===== src/hw/sync_pkg.sv =====
package sync_pkg;
  localparam int NUM_CH = 4;
  localparam int NUM_PIN = 7;
  localparam int SYNC_PIN_LO = 3;
  localparam int DLY_W = 24;
  localparam int ADDR_W = 8;
  localparam int DATA_W = 32;
  localparam int BE_W = 4;
  localparam int PF_W = 2;
  localparam int PINF_W = PF_W * NUM_PIN;
  localparam int BANK_LSB = 4;
  localparam int IDX_LSB = 2;
  localparam int IDX_W = 2;

  // One clock; a microsecond tick paces every delay
  localparam int CLK_PERIOD_NS = 4;
  localparam int TICK_NS = 1000;
  localparam int TICK_CYC = TICK_NS / CLK_PERIOD_NS;
  localparam int TICK_W = 8;
  localparam logic [TICK_W-1:0] TICK_LAST = TICK_W'(TICK_CYC - 1);
  localparam int SYNC_PULSE_US = 10;
  localparam logic [DLY_W-1:0] SYNC_PULSE_TICKS =
    DLY_W'(SYNC_PULSE_US * TICK_NS / TICK_NS);
  localparam logic [DLY_W-1:0] DLY_ONE = 24'h00_0001;
  localparam logic [DLY_W-1:0] DLY_ZERO = 24'h00_0000;

  // Register byte addresses
  localparam logic [ADDR_W-1:0] REG_CTRL = 8'h00;
  localparam logic [ADDR_W-1:0] REG_COUPLE = 8'h04;
  localparam logic [ADDR_W-1:0] REG_PINFUNC = 8'h08;
  localparam logic [ADDR_W-1:0] REG_OFFSET = 8'h0C;
  localparam logic [ADDR_W-1:0] REG_MAXOFF = 8'h10;
  localparam logic [ADDR_W-1:0] REG_CMD = 8'h14;
  localparam logic [ADDR_W-1:0] REG_STATUS = 8'h18;
  localparam logic [ADDR_W-1:0] REG_RISE_BASE = 8'h20;
  localparam logic [ADDR_W-1:0] REG_FALL_BASE = 8'h30;

  // Field positions
  localparam int CTRL_SYNC_EN = 0;
  localparam int CTRL_KEY_COUP = 1;
  localparam int CMD_ON = 0;
  localparam int CMD_OFF = 1;
  localparam int CMD_CH_LSB = 4;
  localparam int STAT_CFG_ERR = 0;
  localparam int STAT_BUSY = 1;
  localparam int STAT_CH_LSB = 4;

  // Reset values
  localparam logic [1:0] CTRL_RST = 2'h0;
  localparam logic [NUM_CH-1:0] COUPLE_RST = 4'h0;
  localparam logic [PINF_W-1:0] PINF_RST = 14'h0000;
  localparam logic [DLY_W-1:0] OFFSET_RST = 24'h00_0000;
  localparam logic [DATA_W-1:0] WORD_ZERO = 32'h0000_0000;

  typedef enum logic [PF_W-1:0] {
    PF_NONE, PF_ON_SYNC, PF_OFF_SYNC, PF_RSVD
  } pin_func_t;

  typedef enum logic [1:0] {CH_IDLE, CH_RISE, CH_FALL} ch_state_t;
endpackage


===== src/hw/ch_delay.sv =====
module ch_delay (
  // Clock and reset
  input wire logic clk_in,
  input wire logic reset_in,
  // Timing
  input wire logic tick_in,
  input wire logic [sync_pkg::DLY_W-1:0] rise_in,
  input wire logic [sync_pkg::DLY_W-1:0] fall_in,
  // Control
  input wire logic start_on_in,
  input wire logic start_off_in,
  output logic on_out
);
  import sync_pkg::*;

  ch_state_t state_q, state_d;
  logic [DLY_W-1:0] cnt_q, cnt_d;
  logic on_q, on_d;

  always_comb begin
    state_d = state_q;
    cnt_d = cnt_q;
    on_d = on_q;
    if (start_off_in) begin
      // Off beats a simultaneous on
      state_d = CH_FALL;
      cnt_d = fall_in;
    end else if (start_on_in) begin
      state_d = CH_RISE;
      cnt_d = rise_in;
    end else if (tick_in) begin
      unique case (state_q)
        CH_IDLE: begin
        end
        CH_RISE: begin
          if (cnt_q <= DLY_ONE) begin
            on_d = 1'b1;
            state_d = CH_IDLE;
          end else begin
            cnt_d = cnt_q - DLY_ONE;
          end
        end
        CH_FALL: begin
          if (cnt_q <= DLY_ONE) begin
            on_d = 1'b0;
            state_d = CH_IDLE;
          end else begin
            cnt_d = cnt_q - DLY_ONE;
          end
        end
        default: begin
          state_d = CH_IDLE;
        end
      endcase
    end
  end

  always_ff @(posedge clk_in) begin
    if (reset_in) begin
      state_q <= CH_IDLE;
      cnt_q <= DLY_ZERO;
      on_q <= 1'b0;
    end else begin
      state_q <= state_d;
      cnt_q <= cnt_d;
      on_q <= on_d;
    end
  end

  assign on_out = on_q;
endmodule


===== src/hw/cross_frame_output_sync.sv =====
// Decided for this implementation: the Avalon-MM interface to the registers and the placing of the registers.
module cross_frame_output_sync (
  // Clock and reset
  input wire logic CLK_IN,
  input wire logic RESET_IN,
  // Avalon-MM slave
  input wire logic [sync_pkg::ADDR_W-1:0] AVS_ADDRESS_IN,
  input wire logic AVS_READ_IN,
  input wire logic AVS_WRITE_IN,
  input wire logic [sync_pkg::DATA_W-1:0] AVS_WRITEDATA_IN,
  input wire logic [sync_pkg::BE_W-1:0] AVS_BYTEENABLE_IN,
  output logic [sync_pkg::DATA_W-1:0] AVS_READDATA_OUT,
  output logic AVS_WAITREQUEST_OUT,
  // Front-panel on/off key
  input wire logic KEY_ON_IN,
  input wire logic KEY_OFF_IN,
  input wire logic [sync_pkg::NUM_CH-1:0] KEY_CH_IN,
  // Installed power modules
  input wire logic [sync_pkg::NUM_CH-1:0] MOD_PRESENT_IN,
  input wire logic [sync_pkg::NUM_CH*sync_pkg::DLY_W-1:0] MOD_OFFSET_IN,
  // Digital connector, open drain
  input wire logic [sync_pkg::NUM_PIN-1:0] DIG_PIN_IN,
  output logic [sync_pkg::NUM_PIN-1:0] DIG_PIN_OUT,
  output logic [sync_pkg::NUM_PIN-1:0] DIG_PIN_OE_OUT,
  // Channel outputs
  output logic [sync_pkg::NUM_CH-1:0] CH_ON_OUT
);
  import sync_pkg::*;

  function automatic logic [PF_W-1:0] pin_func(
      input logic [PINF_W-1:0] v, input int p);
    return v[PF_W*p +: PF_W];
  endfunction

  function automatic logic [NUM_PIN-1:0] pins_with(
      input logic [PINF_W-1:0] v, input pin_func_t f);
    logic [NUM_PIN-1:0] m;
    m = '0;
    for (int p = 0; p < NUM_PIN; p++) begin
      m[p] = (pin_func(v, p) == f);
    end
    return m;
  endfunction

  function automatic logic pin_cfg_ok(input logic [PINF_W-1:0] v);
    logic ok;
    logic [NUM_PIN-1:0] on_m;
    logic [NUM_PIN-1:0] off_m;
    ok = 1'b1;
    on_m = pins_with(v, PF_ON_SYNC);
    off_m = pins_with(v, PF_OFF_SYNC);
    for (int p = 0; p < NUM_PIN; p++) begin
      if (pin_func(v, p) == PF_RSVD) begin
        ok = 1'b0;
      end
      if (p < SYNC_PIN_LO && pin_func(v, p) != PF_NONE) begin
        ok = 1'b0;
      end
    end
    if ($countones(on_m) > 1 || $countones(off_m) > 1) begin
      ok = 1'b0;
    end
    return ok;
  endfunction

  function automatic logic in_bank(
      input logic [ADDR_W-1:0] a, input logic [ADDR_W-1:0] base);
    return a[ADDR_W-1:BANK_LSB] == base[ADDR_W-1:BANK_LSB];
  endfunction

  function automatic logic [DATA_W-1:0] be_merge(
      input logic [DATA_W-1:0] old, input logic [DATA_W-1:0] nv,
      input logic [BE_W-1:0] be);
    logic [DATA_W-1:0] r;
    r = old;
    for (int b = 0; b < BE_W; b++) begin
      if (be[b]) begin
        r[8*b +: 8] = nv[8*b +: 8];
      end
    end
    return r;
  endfunction

  // Microsecond tick divider
  logic [TICK_W-1:0] div_q, div_d;
  logic tick_q, tick_d;

  always_comb begin
    tick_d = (div_q == TICK_LAST);
    div_d = tick_d ? '0 : div_q + 1'b1;
  end

  always_ff @(posedge CLK_IN) begin
    if (RESET_IN) begin
      div_q <= '0;
      tick_q <= 1'b0;
    end else begin
      div_q <= div_d;
      tick_q <= tick_d;
    end
  end

  // Register file state
  logic wait_q, wait_d;
  logic [DATA_W-1:0] rdata_q, rdata_d;
  logic [1:0] ctrl_q, ctrl_d;
  logic [NUM_CH-1:0] couple_q, couple_d;
  logic [PINF_W-1:0] pinf_q, pinf_d;
  logic [DLY_W-1:0] offset_q, offset_d;
  logic [DLY_W-1:0] rise_q [NUM_CH];
  logic [DLY_W-1:0] rise_d [NUM_CH];
  logic [DLY_W-1:0] fall_q [NUM_CH];
  logic [DLY_W-1:0] fall_d [NUM_CH];
  logic cfg_err_q, cfg_err_d;
  logic cmd_on_q, cmd_on_d;
  logic cmd_off_q, cmd_off_d;
  logic [NUM_CH-1:0] cmd_ch_q, cmd_ch_d;
  logic [DATA_W-1:0] rd_word;
  logic [DATA_W-1:0] wv;
  logic [DLY_W-1:0] max_ofs;
  logic [NUM_CH-1:0] ch_on;
  logic ofs_busy_q;
  logic [IDX_W-1:0] idx;

  assign idx = AVS_ADDRESS_IN[IDX_LSB +: IDX_W];

  // Slowest installed module, reported in microseconds
  always_comb begin
    max_ofs = DLY_ZERO;
    for (int i = 0; i < NUM_CH; i++) begin
      if (MOD_PRESENT_IN[i] && MOD_OFFSET_IN[DLY_W*i +: DLY_W] > max_ofs)
      begin
        max_ofs = MOD_OFFSET_IN[DLY_W*i +: DLY_W];
      end
    end
  end

  always_comb begin
    rd_word = WORD_ZERO;
    if (in_bank(AVS_ADDRESS_IN, REG_RISE_BASE)) begin
      rd_word[DLY_W-1:0] = rise_q[idx];
    end else if (in_bank(AVS_ADDRESS_IN, REG_FALL_BASE)) begin
      rd_word[DLY_W-1:0] = fall_q[idx];
    end else begin
      case (AVS_ADDRESS_IN)
        REG_CTRL: rd_word[1:0] = ctrl_q;
        REG_COUPLE: rd_word[NUM_CH-1:0] = couple_q;
        REG_PINFUNC: rd_word[PINF_W-1:0] = pinf_q;
        REG_OFFSET: rd_word[DLY_W-1:0] = offset_q;
        REG_MAXOFF: rd_word[DLY_W-1:0] = max_ofs;
        REG_STATUS: begin
          rd_word[STAT_CFG_ERR] = cfg_err_q;
          rd_word[STAT_BUSY] = ofs_busy_q;
          rd_word[STAT_CH_LSB +: NUM_CH] = ch_on;
        end
        default: rd_word = WORD_ZERO;
      endcase
    end
  end

  always_comb begin
    logic cfg_set;
    logic [DATA_W-1:0] w1c;
    cfg_set = 1'b0;
    w1c = be_merge(WORD_ZERO, AVS_WRITEDATA_IN, AVS_BYTEENABLE_IN);
    wait_d = 1'b1;
    rdata_d = rdata_q;
    ctrl_d = ctrl_q;
    couple_d = couple_q;
    pinf_d = pinf_q;
    offset_d = offset_q;
    rise_d = rise_q;
    fall_d = fall_q;
    cfg_err_d = cfg_err_q;
    cmd_on_d = 1'b0;
    cmd_off_d = 1'b0;
    cmd_ch_d = cmd_ch_q;
    wv = be_merge(rd_word, AVS_WRITEDATA_IN, AVS_BYTEENABLE_IN);
    // Every access waits one cycle, then is answered
    if ((AVS_READ_IN || AVS_WRITE_IN) && wait_q) begin
      wait_d = 1'b0;
      rdata_d = AVS_READ_IN ? rd_word : WORD_ZERO;
    end
    if (AVS_WRITE_IN && !wait_q) begin
      if (in_bank(AVS_ADDRESS_IN, REG_RISE_BASE)) begin
        rise_d[idx] = wv[DLY_W-1:0];
      end else if (in_bank(AVS_ADDRESS_IN, REG_FALL_BASE)) begin
        fall_d[idx] = wv[DLY_W-1:0];
      end else begin
        case (AVS_ADDRESS_IN)
          REG_CTRL: ctrl_d = wv[1:0];
          REG_COUPLE: couple_d = wv[NUM_CH-1:0];
          REG_PINFUNC: begin
            // Refused layouts leave the old map in place
            if (pin_cfg_ok(wv[PINF_W-1:0])) begin
              pinf_d = wv[PINF_W-1:0];
            end else begin
              cfg_set = 1'b1;
            end
          end
          REG_OFFSET: offset_d = wv[DLY_W-1:0];
          REG_CMD: begin
            cmd_on_d = w1c[CMD_ON];
            cmd_off_d = w1c[CMD_OFF];
            cmd_ch_d = w1c[CMD_CH_LSB +: NUM_CH];
          end
          REG_STATUS: begin
            if (w1c[STAT_CFG_ERR]) begin
              cfg_err_d = 1'b0;
            end
          end
          default: begin
          end
        endcase
      end
    end
    if (cfg_set) begin
      cfg_err_d = 1'b1;
    end
  end

  always_ff @(posedge CLK_IN) begin
    if (RESET_IN) begin
      wait_q <= 1'b1;
      rdata_q <= WORD_ZERO;
      ctrl_q <= CTRL_RST;
      couple_q <= COUPLE_RST;
      pinf_q <= PINF_RST;
      offset_q <= OFFSET_RST;
      for (int i = 0; i < NUM_CH; i++) begin
        rise_q[i] <= DLY_ZERO;
        fall_q[i] <= DLY_ZERO;
      end
      cfg_err_q <= 1'b0;
      cmd_on_q <= 1'b0;
      cmd_off_q <= 1'b0;
      cmd_ch_q <= '0;
    end else begin
      wait_q <= wait_d;
      rdata_q <= rdata_d;
      ctrl_q <= ctrl_d;
      couple_q <= couple_d;
      pinf_q <= pinf_d;
      offset_q <= offset_d;
      rise_q <= rise_d;
      fall_q <= fall_d;
      cfg_err_q <= cfg_err_d;
      cmd_on_q <= cmd_on_d;
      cmd_off_q <= cmd_off_d;
      cmd_ch_q <= cmd_ch_d;
    end
  end

  // Sync line state
  logic on_prev_q, on_prev_d;
  logic off_prev_q, off_prev_d;
  logic [DLY_W-1:0] on_drv_q, on_drv_d;
  logic [DLY_W-1:0] off_drv_q, off_drv_d;
  logic [NUM_PIN-1:0] oe_q, oe_d;
  logic ofs_busy_d;
  logic [DLY_W-1:0] ofs_cnt_q, ofs_cnt_d;
  logic [NUM_CH-1:0] grp_q, grp_d;
  logic [NUM_CH-1:0] xon_q, xon_d;
  logic [NUM_CH-1:0] xoff_q, xoff_d;
  logic [NUM_CH-1:0] start_on, start_off;

  always_comb begin
    logic [NUM_PIN-1:0] on_sel;
    logic [NUM_PIN-1:0] off_sel;
    logic on_line, off_line, on_fall, off_fall;
    logic req_on, req_off, hit;
    logic [NUM_CH-1:0] mask, loc_only, new_grp;
    on_sel = pins_with(pinf_q, PF_ON_SYNC);
    off_sel = pins_with(pinf_q, PF_OFF_SYNC);
    // Line use needs the enable and an assigned pin
    on_line = ctrl_q[CTRL_SYNC_EN] && (on_sel != '0);
    off_line = ctrl_q[CTRL_SYNC_EN] && (off_sel != '0);
    on_prev_d = |(on_sel & DIG_PIN_IN);
    off_prev_d = |(off_sel & DIG_PIN_IN);
    // Only a high-to-low step counts; no inversion option
    on_fall = on_line && on_prev_q && !on_prev_d;
    off_fall = off_line && off_prev_q && !off_prev_d;
    // Key and register commands share one path
    mask = (cmd_ch_q & {NUM_CH{cmd_on_q | cmd_off_q}}) |
           (KEY_CH_IN & {NUM_CH{KEY_ON_IN | KEY_OFF_IN}});
    req_off = cmd_off_q || KEY_OFF_IN;
    req_on = (cmd_on_q || KEY_ON_IN) && !req_off;
    hit = (mask & couple_q) != '0;
    loc_only = mask & ~couple_q;
    if (hit && ctrl_q[CTRL_KEY_COUP]) begin
      loc_only = ~couple_q;
    end
    on_drv_d = on_drv_q;
    off_drv_d = off_drv_q;
    xon_d = on_line ? xon_q : '0;
    xoff_d = off_line ? xoff_q : '0;
    start_off = '0;
    new_grp = '0;
    // Off path: no common offset
    if (req_off && hit && off_line) begin
      off_drv_d = SYNC_PULSE_TICKS;
      xoff_d = xoff_d | loc_only;
    end else if (req_off) begin
      start_off = (hit ? couple_q : '0) | loc_only;
    end
    if (off_fall) begin
      start_off = start_off | couple_q | xoff_q;
      xoff_d = '0;
    end
    // On path: everything funnels through the common offset
    if (req_on && hit && on_line) begin
      on_drv_d = SYNC_PULSE_TICKS;
      xon_d = xon_d | loc_only;
    end else if (req_on) begin
      new_grp = (hit ? couple_q : '0) | loc_only;
    end
    if (on_fall) begin
      new_grp = new_grp | couple_q | xon_q;
      xon_d = '0;
    end
    if (tick_q && on_drv_q != DLY_ZERO) begin
      on_drv_d = on_drv_q - DLY_ONE;
    end
    if (tick_q && off_drv_q != DLY_ZERO) begin
      off_drv_d = off_drv_q - DLY_ONE;
    end
    oe_d = (on_sel & {NUM_PIN{on_drv_d != DLY_ZERO}}) |
           (off_sel & {NUM_PIN{off_drv_d != DLY_ZERO}});
    start_on = '0;
    ofs_busy_d = ofs_busy_q;
    ofs_cnt_d = ofs_cnt_q;
    grp_d = grp_q;
    if (new_grp != '0) begin
      // A fresh event restarts the offset for the whole group
      ofs_busy_d = 1'b1;
      ofs_cnt_d = offset_q;
      grp_d = grp_q | new_grp;
    end else if (ofs_busy_q && tick_q) begin
      if (ofs_cnt_q <= DLY_ONE) begin
        start_on = grp_q;
        ofs_busy_d = 1'b0;
        grp_d = '0;
      end else begin
        ofs_cnt_d = ofs_cnt_q - DLY_ONE;
      end
    end
    // An off cancels the turn-on still waiting on the offset for each channel it switches off
    grp_d = grp_d & ~start_off;
    if (grp_d == '0) begin
      ofs_busy_d = 1'b0;
    end
  end

  always_ff @(posedge CLK_IN) begin
    if (RESET_IN) begin
      on_prev_q <= 1'b0;
      off_prev_q <= 1'b0;
      on_drv_q <= DLY_ZERO;
      off_drv_q <= DLY_ZERO;
      oe_q <= '0;
      ofs_busy_q <= 1'b0;
      ofs_cnt_q <= DLY_ZERO;
      grp_q <= '0;
      xon_q <= '0;
      xoff_q <= '0;
    end else begin
      on_prev_q <= on_prev_d;
      off_prev_q <= off_prev_d;
      on_drv_q <= on_drv_d;
      off_drv_q <= off_drv_d;
      oe_q <= oe_d;
      ofs_busy_q <= ofs_busy_d;
      ofs_cnt_q <= ofs_cnt_d;
      grp_q <= grp_d;
      xon_q <= xon_d;
      xoff_q <= xoff_d;
    end
  end

  genvar g;
  generate
    for (g = 0; g < NUM_CH; g++) begin : g_ch
      ch_delay u_ch (
        .clk_in(CLK_IN),
        .reset_in(RESET_IN),
        .tick_in(tick_q),
        .rise_in(rise_q[g]),
        .fall_in(fall_q[g]),
        .start_on_in(start_on[g]),
        .start_off_in(start_off[g]),
        .on_out(ch_on[g])
      );
    end
  endgenerate

  assign AVS_READDATA_OUT = rdata_q;
  assign AVS_WAITREQUEST_OUT = wait_q;
  // Open drain: the pin is only ever pulled low
  assign DIG_PIN_OUT = '0;
  assign DIG_PIN_OE_OUT = oe_q;
  assign CH_ON_OUT = ch_on;
endmodule


===== config.mk =====
export PLATFORM = sky130hd
export DESIGN_NAME = cross_frame_output_sync
export DESIGN_NICKNAME = d
export VERILOG_FILES = /design/src/hw/sync_pkg.sv /design/src/hw/ch_delay.sv /design/src/hw/cross_frame_output_sync.sv
export SDC_FILE = /design/constraint.sdc
export NUM_CORES = 2
export LEC_CHECK = 0
export ABC_AREA = 1
export BUFFER_PORTS_ARGS = -buffer_cell sky130_fd_sc_hd__buf_2
export CORE_ASPECT_RATIO = 1.4
export CORE_UTILIZATION = 60
export DETAILED_ROUTE_END_ITERATION = 7
export PLACE_DENSITY = 0.86
export SLEW_MARGIN = 10
export SYNTH_ARGS = -nofsm -noshare
export SYNTH_HDL_FRONTEND = slang
export SYNTH_SLANG_ARGS = --single-unit

===== constraint.sdc =====
create_clock -name CLK_IN -period 24.4 [get_ports CLK_IN]
set_input_delay 7.32 -clock CLK_IN [delete_from_list [all_inputs] [get_ports CLK_IN]]
set_output_delay 7.32 -clock CLK_IN [all_outputs]
set_load 0.005 [all_outputs]

==> parameters.txt <==
Parameter                              Value

Yosys
  Top cell type's share of synthesized area    between 30% and 40%
  Leading post-synthesis cells by cell area    sky130_fd_sc_hd__dfxtp_1, sky130_fd_sc_hd__nand2_1, sky130_fd_sc_hd__inv_1, sky130_fd_sc_hd__a21oi_1, sky130_fd_sc_hd__o21ai_0
  Library cell occupying the most area in the post-synthesis netlist    sky130_fd_sc_hd__dfxtp_1
  Most frequently used cell type in the post-synthesis netlist    sky130_fd_sc_hd__nand2_1
  Number of warnings issued by yosys    0
  Synth Instances    between 4000 and 5000
  Synth async-reset ratio    0%
  Mean post-synth cell area    between 6 and 7 µm²
  Number of distinct library cells after synthesis    64
  FF+latch count, synth    ~480
  Post-synth EDFFs    0
  Area of the mapped netlist    29360 µm²
  Commonest cells in the netlist    sky130_fd_sc_hd__nand2_1, sky130_fd_sc_hd__inv_1, sky130_fd_sc_hd__nor2_1
  Most used DFF post-synth    sky130_fd_sc_hd__dfxtp_1
  Fraction of the yosys area taken by sequential cells    around a third

Clock tree
  Post-cts gate resize count    0
  Count of clock tree sinks    roughly 480
  Number of levels in the clock H-tree    2
  Clk pin slew, worst setup/hold paths    about 0.07 ns
  Clock insertion delay at the later pin of the skew report    0.61 ns
  Root Buffer    sky130_fd_sc_hd__clkbuf_16
  Clock Path Buffers    3
  TritonCTS Buffers    48
  Hold-fix buffers, CTS    0
  Number of buffers inserted by post-CTS setup repair    0
  TritonCTS clock tree    done

Pwr
  Share of total power in sequential cells    around 40%
  Switching power share of the total    between 30% and 40%
  Power per cell area    63.61 nW/µm²
  Internal Power    between 0.001 and 0.0015 W
  Net Switching    between 0.0006 and 0.0007 W
  IR drop worst, VDD    a little over 0.05 mV
  Leakage power summed over all cells    around 15 nW
  Relative contribution of combinational cells to total power    20.7%
  Clock share of power    between 30% and 40%

Timing
  RSZ-0062 raised after global routing    false
  Share of the clock period used by the worst path    75.15%
  Worst-margin pin slew    around 1.3 ns
  Setup clock skew after layout    0.02656 ns
  Final total negative setup slack    0 ns
  Fin Hold WS    around 0.46 ns
  Min cycle time layout    roughly 18 ns
  Normalized max-slew margin    approximately 14%
  Max frequency    54.54 MHz
  Final number of hold-violating endpoints    0
  Setup slack of the critical path after layout    approximately 6.1 ns
  Final setup violation count    0
  Number of pins with negative max-slew slack in the final report    0

Placed design
  Routability-driven placement congestion ratio    between 1 and 1.5
  Port-buffer cells    between 150 and 200
  Detail Placement HPWL    around 70 mm
  Post-place setup slack    roughly 5.7 ns

Outcome
  Run status    complete, no violations

Setup path
  Crit path launch type    input pin
  Capturing element type of the critical path    register
  Worst EP arrival    around 19 ns
  Data required, critical path    ~25 ns
  Largest fanout on the critical path    between 40 and 50
  Most common cell type on the critical path    sky130_fd_sc_hd__nand2_1
  Worst Path Class, Setup    input pin to register
  Maximum single-stage delay on the critical path    about 0.54 ns
  Worst-path cell with the longest stage delay    sky130_fd_sc_hd__fa_1

Drt
  Total wirelength of the detailed-routed design    approximately 97 mm
  Drt initial violations    between 3000 and 4000
  Average wire per standard cell    around 19 µm
  Routed via count    30790
  Number of search-and-repair iterations in the first detailed-routing pass    7
  Ratio of routed vias to standard cells    5.911
  Post-route ant nets    0
  DRC violations left    0

Global route
  Pin count of the biggest net entering global routing    approximately 110
  Antenna violations before repair    3
  Total congestion overflow    0
  First-pass GRT wire length    150.7 mm
  Total routing resource utilization after global routing    between 30% and 40%
  Via count of the first global-routing pass    ~29000

Final layout
  Share of post-route cells with drive strength above 1    between 8 and 9%
  Post-synthesis to final-layout area growth    8.923%
  NumNets Final    between 4000 and 5000
  FILL cells    between 4000 and 5000

Hold path
  Path category of the worst min-delay check    register to register

Floorplan
  Number of standard-cell rows in the floorplan    95
  Area enclosed by the die boundary    49840 µm²
  DIE WIDTH    roughly 190 µm
  DIE HEIGHT    263.8 µm
  Core area    about 48000 µm²
  Count of boundary I/O pins    between 200 and 250
  Initial Utilization    between 60% and 70%

Job
  Number of maximum-capacitance violations    0
==> worst max-delay path: cells and delay by family <==
kind	cells	cell delay, ns
buf+inv	7	1.15
fa+ha+maj	7	2.63
compound gates	6	1.32
simple gates	37	6.35
==> power groups by stage <==
stage | sequential (W) | combinational, W | clock (W)
global placement | 0.000830 | 0.000401 | 0
floorplan | 0.000826 | 0.000310 | 0
CTS | 0.000813 | 0.000412 | 0.000799
finish | 0.000814 | 0.000422 | 0.000799
detailed placement | 0.000831 | 0.000407 | 0
global route | 0.000815 | 0.000469 | 0.000828
==> metrics by stage <==
stage / area [µm²] / cells / utilization (%) / total power, W
global placement: 30310 / 5121 / 62.96 / 0.001231
global route: 31980 / 5206 / 66.42 / 0.002113
detailed placement: 30310 / 5121 / 62.96 / 0.001238
floorplan: 29420 / 4508 / - / 0.001136
finish: 31980 / 5209 / 66.44 / 0.002034
CTS: 31980 / 5206 / 66.42 / 0.002024
==> layout make-up <==
class	instances	area, µm²	area share [%]
well taps	630	788.3	2.465
clock inverters	19	266.5	0.8333
inverters	608	2290	7.159
flip-flops and latches	479	9589	29.98
clock buffers	66	1400	4.378
diodes	3	7.507	0.02347
multi-input cells	3181	16430	51.36
repair buffers	223	1215	3.799
==> per-layer routing <==
metal  vias to the layer above  global-route usage, %  part of all wire [%]
met5                         -                      0                 0.010
met4                         2                  30.32                   8.9
li1                      14800                      -                     -
met1                     14040                  42.75                    35
met3                       404                  7.094                   9.5
met2                      1542                  63.02                    46
==> cells in the final DEF, fill, tap and decap left out, types with 7 or more instances in the layout <==
cell type	n
sky130_fd_sc_hd__nand2_1	892
sky130_fd_sc_hd__inv_1	591
sky130_fd_sc_hd__nor2_1	495
sky130_fd_sc_hd__dfxtp_1	479
sky130_fd_sc_hd__a21oi_1	418
sky130_fd_sc_hd__o21ai_0	414
sky130_fd_sc_hd__nand3_1	242
sky130_fd_sc_hd__buf_2	186
sky130_fd_sc_hd__ha_1	102
sky130_fd_sc_hd__xor2_1	67
sky130_fd_sc_hd__nor3_1	60
sky130_fd_sc_hd__nand4_1	57
sky130_fd_sc_hd__clkbuf_16	49
sky130_fd_sc_hd__o22ai_1	43
sky130_fd_sc_hd__o211ai_1	43
sky130_fd_sc_hd__a22oi_1	41
sky130_fd_sc_hd__buf_4	36
sky130_fd_sc_hd__o21ai_1	32
sky130_fd_sc_hd__nor4_1	25
sky130_fd_sc_hd__xnor2_1	24
sky130_fd_sc_hd__nand3b_1	19
sky130_fd_sc_hd__or2_2	16
sky130_fd_sc_hd__a211oi_1	16
sky130_fd_sc_hd__conb_1	15
sky130_fd_sc_hd__and2_1	14
sky130_fd_sc_hd__o221ai_1	13
sky130_fd_sc_hd__nor2_2	12
sky130_fd_sc_hd__a31oi_1	12
sky130_fd_sc_hd__clkbuf_8	12
sky130_fd_sc_hd__o31ai_1	10
sky130_fd_sc_hd__clkinv_2	10
sky130_fd_sc_hd__a221oi_1	8
sky130_fd_sc_hd__clkinv_1	8
sky130_fd_sc_hd__nand2_2	7
sky130_fd_sc_hd__inv_2	7
sky130_fd_sc_hd__a21o_1	7
==> cell families (layout without fill, tap and decap cells) <==
group | after synthesis | count (layout) | share of synthesized area (%)
multiplexers | 11 | 11 | 0.6520
flip-flops | 479 | 479 | 32.66
other | 1 | 18 | 0.01277
AND/OR/NAND/NOR | 1866 | 1866 | 27.01
buffers and inverters | 848 | 916 | 11.72
AO/OA/AOI/OAI | 1090 | 1090 | 20.48
XOR/XNOR | 91 | 91 | 2.714
adder cells (fa/ha/maj) | 108 | 108 | 4.755
==> final timing paths <==
kind,depth (start not counted),slack (ns),from,to
max,57,6.06,MOD_OFFSET_IN[6],pinf_q[0]
min,2,0.46,xon_q[2],xon_q[2]
max reg2reg,22,18.52,fall_q[31],pinf_q[0]
min reg2reg,2,0.46,xon_q[2],xon_q[2]
==> registers in the layout, indices dropped and copies added (netlist names), 4 cells and up <==
name and flops:
rise_q 96, AVS_READDATA_OUT 24, xon_q 4, off_drv_q 24, offset_q 24, fall_q 96
couple_q 4, on_drv_q 24, grp_q 4, cmd_ch_q 4, div_q 8, g_ch.u_ch.state_q 8
ofs_cnt_q 24, pinf_q 14, xoff_q 4, g_ch.u_ch.cnt_q 96, DIG_PIN_OE_OUT 7, g_ch.u_ch.on_out 4
No activity file was read; power rests on OpenSTA's default activity.
